## config.mk

```make
export PLATFORM = sky130hd
export DESIGN_NAME = audio_fmt_ctrl
export DESIGN_NICKNAME = d
export VERILOG_FILES = /design/src/hdl/audio_fmt_pkg.sv /design/src/hdl/audio_fmt_ctrl.sv /design/src/hdl/sine_tone.sv
export SDC_FILE = /design/constraint.sdc
export NUM_CORES = 1
export LEC_CHECK = 0
export ABC_AREA = 1
export BUFFER_PORTS_ARGS = -buffer_cell sky130_fd_sc_hd__buf_2
export CAP_MARGIN = 10
export CORE_MARGIN = 2
export CORE_UTILIZATION = 59
export CTS_CLUSTER_SIZE = 12
export DETAILED_ROUTE_END_ITERATION = 8
export PLACE_DENSITY = 0.82
export SYNTH_ARGS = -nofsm -noshare
export SYNTH_HDL_FRONTEND = slang
export SYNTH_HIERARCHICAL = 1
export SYNTH_SLANG_ARGS = --single-unit
```

## constraint.sdc

```tcl
create_clock -name clock -period 6.68 [get_ports clock]
set_input_delay 0.668 -clock clock [delete_from_list [all_inputs] [get_ports clock]]
set_output_delay 0.668 -clock clock [all_outputs]
set_load 0.02 [all_outputs]
```

## src/hdl/audio_fmt_pkg.sv

```systemverilog
// constants, field layouts and carriers for the digital audio format control
// assumes a 100 MHz system clock and an AXI4-Lite master with 32-bit data
package audio_fmt_pkg;
    // register byte offsets
    localparam logic [3:0] ctrl_off = 4'h0;
    localparam logic [3:0] status_off = 4'h4;
    localparam logic [3:0] mask_off = 4'h8;
    localparam logic [3:0] live_off = 4'hc;
    localparam int addr_w = 4;
    // control field positions
    localparam int f_in_width = 0; // two bits
    localparam int f_high_speed = 2;
    localparam int f_quad_rate = 3;
    localparam int f_silent = 4;
    localparam int f_tone = 5; // two bits
    localparam int f_out24 = 7;
    localparam int f_hr_rec = 8;
    localparam int ctrl_w = 9;
    localparam logic [8:0] ctrl_reset = 9'h000;
    // status / mask bit positions
    localparam int ev_mismatch = 0;
    localparam int ev_word = 1;
    localparam int ev_w = 2;
    // axi responses
    localparam logic [1:0] resp_okay = 2'h0;
    localparam logic [1:0] resp_slverr = 2'h2;
    // sample widths
    localparam int sample_w = 24;
    localparam logic [4:0] word_bits = 5'h18;
    localparam logic [4:0] bit_cnt_zero = 5'h00;
    localparam logic [4:0] bit_cnt_one = 5'h01;
    // channel-status rate codes carried by the aes receiver
    localparam logic [1:0] cs_base = 2'h0;
    localparam logic [1:0] cs_high_speed = 2'h1;
    localparam logic [1:0] cs_dual_line = 2'h2;
    // tone generator: word rate, tone frequencies and phase steps
    localparam int word_rate_hz = 48000;
    localparam int tone_a_hz = 440;
    localparam int tone_b_hz = 1000;
    localparam int phase_w = 24;
    localparam logic [23:0] step_a = 24'(64'(tone_a_hz) * 64'(1 << phase_w) / word_rate_hz);
    localparam logic [23:0] step_b = 24'(64'(tone_b_hz) * 64'(1 << phase_w) / word_rate_hz);

    typedef enum logic [1:0] {in_w16, in_w20, in_w24, in_wres} in_width_t;
    typedef enum logic [1:0] {tone_off, tone_440, tone_1k, tone_res} tone_sel_t;

    // software-visible configuration
    typedef struct packed {
        logic hr_rec;
        logic out24;
        tone_sel_t tone;
        logic silent;
        logic quad_rate;
        logic high_speed;
        in_width_t in_width;
    } ctrl_t;

    // what the aes3 side is told to do
    typedef struct packed {
        logic dual_line;
        logic high_speed;
        logic base_map;
    } aes_map_t;
endpackage : audio_fmt_pkg

```

## src/hdl/audio_fmt_ctrl.sv

```systemverilog
// format control: axi4-lite registers, cable link receiver, aes3 mapping
// assumes link pins and aes status pins are asynchronous to clock
`timescale 1ns/10ps
`default_nettype none
module audio_fmt_ctrl (
    input wire logic clock,
    input wire logic rst,
    // axi4-lite slave
    input wire logic [3:0] s_axi_awaddr,
    input wire logic s_axi_awvalid,
    output logic s_axi_awready,
    input wire logic [31:0] s_axi_wdata,
    input wire logic [3:0] s_axi_wstrb,
    input wire logic s_axi_wvalid,
    output logic s_axi_wready,
    output logic [1:0] s_axi_bresp,
    output logic s_axi_bvalid,
    input wire logic s_axi_bready,
    input wire logic [3:0] s_axi_araddr,
    input wire logic s_axi_arvalid,
    output logic s_axi_arready,
    output logic [31:0] s_axi_rdata,
    output logic [1:0] s_axi_rresp,
    output logic s_axi_rvalid,
    input wire logic s_axi_rready,
    // multichannel cable link, word clock carried with the data
    input wire logic link_clk,
    input wire logic link_sync,
    input wire logic link_data,
    // aes3 receiver channel-status report
    input wire logic [1:0] aes_cs_rate,
    input wire logic aes_cs_strobe,
    // outputs
    output logic [23:0] track_sample,
    output logic track_valid,
    output audio_fmt_pkg::aes_map_t aes_map,
    output logic cable_split,
    output logic [23:0] out_sample,
    output logic mismatch_warning,
    output logic irq
);
    typedef struct packed {
        audio_fmt_pkg::ctrl_t ctrl;
        logic [1:0] mask;
        logic [1:0] status;
        logic aw_held;
        logic w_held;
        logic [3:0] awaddr;
        logic [31:0] wdata;
        logic [3:0] wstrb;
        logic awready;
        logic wready;
        logic bvalid;
        logic [1:0] bresp;
        logic arready;
        logic rvalid;
        logic [31:0] rdata;
        logic [1:0] rresp;
        logic [2:0] clk_sync;
        logic [1:0] sync_sync;
        logic [1:0] data_sync;
        logic [1:0] cs_sync0;
        logic [1:0] cs_sync1;
        logic [2:0] strobe_sync;
        logic [23:0] shift;
        logic [4:0] bit_cnt;
        logic [23:0] sample;
        logic valid;
        logic mismatch_live;
        logic warning;
        logic irq;
        audio_fmt_pkg::aes_map_t map;
        logic split;
        logic [23:0] out;
    } state_t;

    state_t s;
    state_t next_s;
    logic [23:0] tone_sample;
    logic word_done;
    logic [23:0] masked;
    logic [1:0] expect_rate;
    logic [1:0] events;

    // zero the low bits the chosen word length does not carry
    function automatic logic [23:0] trim(input logic [23:0] w, input audio_fmt_pkg::in_width_t l);
        case (l)
            audio_fmt_pkg::in_w16: trim = {w[23:8], 8'h00};
            audio_fmt_pkg::in_w20: trim = {w[23:4], 4'h0};
            default: trim = w;
        endcase
    endfunction : trim

    // register address decode, used for the write and read error responses
    function automatic logic mapped(input logic [3:0] a);
        mapped = (a == audio_fmt_pkg::ctrl_off) || (a == audio_fmt_pkg::status_off) ||
                 (a == audio_fmt_pkg::mask_off) || (a == audio_fmt_pkg::live_off);
    endfunction : mapped

    // last count of a word; the counter parks here between words
    function automatic logic [4:0] bit_cnt_max();
        bit_cnt_max = audio_fmt_pkg::word_bits;
    endfunction : bit_cnt_max

    sine_tone tone_gen (
        .clock(clock),
        .rst(rst),
        .tick(word_done),
        .sel(s.ctrl.tone),
        .sample(tone_sample)
    );

    // a word ends on the link clock edge that shifts in its 24th bit
    assign word_done = s.clk_sync[1] && !s.clk_sync[2] &&
                       (s.sync_sync[1] ? 1'b0 : s.bit_cnt == audio_fmt_pkg::word_bits - 5'h01);
    assign masked = trim({s.shift[22:0], s.data_sync[1]}, s.ctrl.in_width);
    // expected channel-status rate follows the active mapping
    assign expect_rate = s.map.high_speed ? audio_fmt_pkg::cs_high_speed :
                         s.map.dual_line ? audio_fmt_pkg::cs_dual_line : audio_fmt_pkg::cs_base;

    always_comb begin
        next_s = s;
        events = 2'h0;
        // pin synchronisers, link clock edges found from the second stage onward
        next_s.clk_sync = {s.clk_sync[1:0], link_clk};
        next_s.sync_sync = {s.sync_sync[0], link_sync};
        next_s.data_sync = {s.data_sync[0], link_data};
        next_s.cs_sync0 = aes_cs_rate;
        next_s.cs_sync1 = s.cs_sync0;
        next_s.strobe_sync = {s.strobe_sync[1:0], aes_cs_strobe};

        // cable link receiver, msb first, sync marks the first bit
        next_s.valid = 1'b0;
        if (s.clk_sync[1] && !s.clk_sync[2]) begin
            next_s.shift = {s.shift[22:0], s.data_sync[1]};
            if (s.sync_sync[1]) begin
                next_s.bit_cnt = audio_fmt_pkg::bit_cnt_one;
            end else if (word_done) begin
                next_s.bit_cnt = bit_cnt_max(); // park: stray bits wait for sync
                next_s.valid = 1'b1;
                events[audio_fmt_pkg::ev_word] = 1'b1;
                // tone overrides every source while it runs
                if (s.ctrl.tone != audio_fmt_pkg::tone_off) begin
                    next_s.sample = tone_sample;
                end else begin
                    next_s.sample = masked;
                end
            end else if (s.bit_cnt != bit_cnt_max()) begin
                next_s.bit_cnt = s.bit_cnt + audio_fmt_pkg::bit_cnt_one;
            end
        end

        // one mapping for all aes channels, gated by the four-track setting
        next_s.map.base_map = !s.ctrl.quad_rate;
        next_s.map.high_speed = s.ctrl.quad_rate && s.ctrl.high_speed;
        next_s.map.dual_line = s.ctrl.quad_rate && !s.ctrl.high_speed;
        next_s.split = 1'b1;
        // output width: 24 bits only with a high-resolution recording
        next_s.out = (s.ctrl.out24 && s.ctrl.hr_rec) ? s.sample
                                                     : {s.sample[23:8], 8'h00};

        // channel-status check on each report from the aes3 receiver
        if (s.strobe_sync[1] && !s.strobe_sync[2]) begin
            next_s.mismatch_live = (s.cs_sync1 != expect_rate);
            events[audio_fmt_pkg::ev_mismatch] = (s.cs_sync1 != expect_rate);
        end
        next_s.warning = next_s.mismatch_live && !s.ctrl.silent;

        // axi write channels taken in either order
        if (s.awready && s_axi_awvalid) begin
            next_s.aw_held = 1'b1;
            next_s.awaddr = s_axi_awaddr;
        end
        if (s.wready && s_axi_wvalid) begin
            next_s.w_held = 1'b1;
            next_s.wdata = s_axi_wdata;
            next_s.wstrb = s_axi_wstrb;
        end
        if (s.bvalid && s_axi_bready) begin
            next_s.bvalid = 1'b0;
        end
        if (s.aw_held && s.w_held) begin
            next_s.aw_held = 1'b0;
            next_s.w_held = 1'b0;
            next_s.bvalid = 1'b1;
            next_s.bresp = mapped(s.awaddr) ? audio_fmt_pkg::resp_okay
                                            : audio_fmt_pkg::resp_slverr;
            // only byte lane 0 and 1 hold bits; status is read-only
            if (s.awaddr == audio_fmt_pkg::ctrl_off) begin
                if (s.wstrb[0]) begin
                    next_s.ctrl[7:0] = s.wdata[7:0];
                end
                if (s.wstrb[1]) begin
                    next_s.ctrl[8] = s.wdata[8];
                end
            end else if (s.awaddr == audio_fmt_pkg::mask_off && s.wstrb[0]) begin
                next_s.mask = s.wdata[1:0];
            end
        end
        next_s.awready = !next_s.aw_held && !next_s.bvalid;
        next_s.wready = !next_s.w_held && !next_s.bvalid;

        // axi read, status clears on read but a same-cycle event survives
        next_s.status = s.status | events;
        if (s.rvalid && s_axi_rready) begin
            next_s.rvalid = 1'b0;
        end
        if (s.arready && s_axi_arvalid) begin
            next_s.rvalid = 1'b1;
            next_s.rresp = mapped(s_axi_araddr) ? audio_fmt_pkg::resp_okay
                                                : audio_fmt_pkg::resp_slverr;
            case (s_axi_araddr)
                audio_fmt_pkg::ctrl_off: next_s.rdata = {23'h000000, s.ctrl};
                audio_fmt_pkg::status_off: begin
                    next_s.rdata = {30'h00000000, s.status};
                    next_s.status = events;
                end
                audio_fmt_pkg::mask_off: next_s.rdata = {30'h00000000, s.mask};
                audio_fmt_pkg::live_off: next_s.rdata = {4'h0, s.map, s.mismatch_live, s.sample};
                default: next_s.rdata = 32'h00000000;
            endcase
        end
        next_s.arready = !next_s.rvalid;
        next_s.irq = |(next_s.status & s.mask);
    end

    // whole state registered in one place
    always_ff @(posedge clock) begin
        if (rst) begin
            s <= '0;
            s.ctrl <= audio_fmt_pkg::ctrl_reset;
            s.map.base_map <= 1'b1;
        end else begin
            s <= next_s;
        end
    end

    assign s_axi_awready = s.awready;
    assign s_axi_wready = s.wready;
    assign s_axi_bresp = s.bresp;
    assign s_axi_bvalid = s.bvalid;
    assign s_axi_arready = s.arready;
    assign s_axi_rdata = s.rdata;
    assign s_axi_rresp = s.rresp;
    assign s_axi_rvalid = s.rvalid;
    assign track_sample = s.sample;
    assign track_valid = s.valid;
    assign aes_map = s.map;
    assign cable_split = s.split;
    assign out_sample = s.out;
    assign mismatch_warning = s.warning;
    assign irq = s.irq;
endmodule : audio_fmt_ctrl
`default_nettype wire

```

## src/hdl/sine_tone.sv

```systemverilog
// test-tone source: sine at nominal level, one sample per word tick
// assumes tick is a one-cycle pulse at the word rate from the same clock
`timescale 1ns/10ps
`default_nettype none
module sine_tone (
    input wire logic clock,
    input wire logic rst,
    input wire logic tick,
    input wire audio_fmt_pkg::tone_sel_t sel,
    output logic [23:0] sample
);
    // sixteen-point cycle, quarter table, amplitude sits at the nominal level
    function automatic logic [23:0] quarter(input logic [1:0] i);
        case (i)
            2'h0: quarter = 24'h000000;
            2'h1: quarter = 24'h07c375;
            2'h2: quarter = 24'h0e585e;
            2'h3: quarter = 24'h12be3b;
            default: quarter = 24'h000000;
        endcase
    endfunction : quarter

    logic [23:0] phase;
    logic [3:0] idx;
    logic [23:0] mag;

    // fold the quarter table into a full cycle
    always_comb begin
        idx = phase[23:20];
        if (idx[2:0] == 3'h4) begin
            mag = 24'h14497f;
        end else if (idx[2]) begin
            mag = quarter(2'(3'h4 - {1'b0, idx[1:0]}));
        end else begin
            mag = quarter(idx[1:0]);
        end
    end

    // phase advances only on word ticks; off parks the phase at zero
    always_ff @(posedge clock) begin
        if (rst || sel == audio_fmt_pkg::tone_off) begin
            phase <= 24'h000000;
            sample <= 24'h000000;
        end else if (tick) begin
            phase <= phase + ((sel == audio_fmt_pkg::tone_1k) ? audio_fmt_pkg::step_b
                                                              : audio_fmt_pkg::step_a);
            sample <= idx[3] ? 24'(24'h000000 - mag) : mag;
        end
    end
endmodule : sine_tone
`default_nettype wire

```

==> out/metrics.yaml <==
p_leak_nw: 4.84
maxSlewHeadroom_pct: 19.2
dieArea_sq_um: 18400
reg2reg_to: "tone_gen/sample[5]"
finalSetupViolations: 0
core_sq_um: 17100
wl_per_cell_microns: 13.8
cts_tree: "built"
avgSynthCellArea_sq_um: 7.19
grt_max_degree: 90
drc: 0
start_util_pct: 59.6
critPathMaxFanout: 77
worst_clock_skew_ps: 8.00
ys.flop_type: "dfxtp_1"
dp_hpwl_mm: 15.5
drt-initial-drc-count: 649
fin_crit_sh_pct: 48.7
synth_top_area_share_pct: 41.4
clk_path_buf_depth: 3
vias: 8821
tightest_slew_ps: 1210
setup_slack_ps: 3430
fp-row-count: 48
ctsResizeCount: 0
final_area_sq_um: 11000
crit_path_end_kind: "flop"
post_cts_buffers: 0
htreeDepth: 1
drtPass1Iterations: 5
gp_congestion: 0.966
slowest_delay_ps: 670
drv_cap: 0
io_buffers: 121
peakVddDrop_v: 0.000194
period_needed_ps: 3250
critical_path_class: "reg -> reg"
grt_util_all_layers_pct: 24.5
grt_pass1_wl_mm: 37.4
drtAntennaViolNets: 0
yosysSeqAreaShare_pct: 41.4
syn-cell-area_sq_um: 10200
finalSetupTns_ps: 0
ios: 153
clk_pin_slew_worst_paths_ps: 60
die_h_microns: 136
synth_async_sr_flop_share_pct: 0
cp-start-kind: "flop"
fin_nets: 1502
rsz0062_at_grt: "no"
worstPathCellList: "inv_2, nor2_8, nand2_2, nor2_4, buf_4, inv_1, nand2_1, o21ai_0, a31oi_1, nor2_1"
hold_end: "next_s[89]"
viasPerCell: 5.28
gr-total-overflow: 0
hold_viol: 0
arrival_ps: 3610
power_density_nw_per_um2: 243
worstSkewPairLatency_ps: 500
r2r-start: "next_s[98]"
grt_pass1_vias: 8025
synth.area.top_cells: "dfxtp_1 41%, nand2_1 8.2%, nor2_1 7.9%, o21ai_0 7.6%, buf_4 6.6%"
yosysTopAreaCell: "dfxtp_1"
synth_warnings: 6
synth_cells: 1420
drive_above_1_share_pct: 14.8
min_from: "aes_cs_rate[1]"
most-common-layout-cells: "224 x nand2_1, 216 x nor2_1, 211 x dfxtp_1"
antenna_found_initial: 0
ff2ff_path_depth: 10
ctsHoldBuffers: 0
max_freq_mhz: 308
place_area_sq_um: 10200
cts_buffers: 23
antennaDiodeCount: 0
syn_to_final_growth_pct: 7.37
min_path_type: "in -> reg"
holdPathStages: 3
synth_edf_count: 0
critPathRequiredTime_ps: 7040
routed_wl_mm: 23.0
yosys_register_bits: 211
cts.sinks: 211
synth_cell_type_count: 43
layout.cells.most_common: "nand2_1"
pre_cts_slack_ps: 3470
chipWidth_microns: 136
r2r_slack_ps: 3430
critPathSlowestCell: "buf_4"
outcome: "complete, no violations"
slew_violations: 0
root_buffer: "clkbuf_16"
==> state kept, by name, summed over array words and instances, names as in the netlist, 3 cells and up <==
register         flops
tone_gen/phase      24
s_axi_rdata         28
out_sample          24
track_sample        24
aes_map              3
s                   65
tone_gen/sample     24
next_s               8
==> logic make-up after synthesis <==
family	share of synthesized area [%]
DFF	41.4
AOI/OAI and AO/OA	15.6
xor gates and xnor gates	0.944
adders and majority gates	1.54
and+or+nand+nor	25.8
buffers and inverters	14.7
other	0.0367
==> layer usage <==
layer  track usage (%)  routed length [microns]
met2              43.5                    11000
met3              3.37                     1430
met5                 0                        0
met1              31.2                    10100
met4              7.12                      460
==> stage by stage <==
step / cells / total power [mW] / hold slack, ps / util (%)
floorplan: 1425 / 1.44 / 388 / -
global placement: 1633 / 1.46 / 393 / 59.7
detailed placement: 1633 / 1.46 / 393 / 59.7
CTS: 1671 / 2.69 / 354 / 64.0
global route: 1671 / 2.76 / 378 / 64.0
finish: 1671 / 2.67 / 366 / 64.0
==> final cells by class <==
cell class                      count  area, sq um
Tap cell                          225          282
Inverter                          148          556
Timing Repair Buffer              128          658
Multi-Input combinational cell    921         4500
Fill cell                        1498         6160
Sequential cell                   211         4220
Clock buffer                       33          643
Clock inverter                      5         92.6
==> synthesized netlist by cell type, types with 13 or more instances <==
| master | instances |
|---|---|
| a21oi_1 | 93 |
| buf_2 | 14 |
| buf_4 | 90 |
| clkbuf_1 | 33 |
| dfxtp_1 | 211 |
| inv_1 | 142 |
| nand2_1 | 224 |
| nand2_2 | 13 |
| nand3_1 | 81 |
| nor2_1 | 216 |
| o21a_1 | 17 |
| o21ai_0 | 155 |
| o21ai_1 | 14 |
==> report_power, final <==
part | internal, mW | switching, mW | total [mW] | leakage [nW]
Clock | 0.746 | 0.486 | 1.23 | 0.355
Combinational | 0.0403 | 0.0868 | 0.127 | 2.77
Sequential | 1.29 | 0.0170 | 1.31 | 1.71
Total | 2.08 | 0.590 | 2.67 | 4.84
==> worst max-delay path, delay by kind of cell, from the launching register on <==
family	cells	cell delay [ps]
AOI/OAI and AO/OA	2	310
buffers and inverters	3	1390
DFF	1	380
and+or+nand+nor	5	1000
==> worst max-delay path by stage <==
| stage | slack (ps) | to | from |
|---|---|---|---|
| after floorplan | 4580 | tone_gen/sample[8] | tone_gen/phase[20] |
| after global placement | 3510 | tone_gen/sample[6] | next_s[98] |
| after detailed placement | 3470 | tone_gen/sample[14] | next_s[98] |
| after CTS | 3440 | tone_gen/sample[5] | next_s[98] |
| after global routing | 3140 | tone_gen/sample[14] | next_s[98] |
| final | 3430 | tone_gen/sample[5] | next_s[98] |
(Power assumes the default switching activity.)
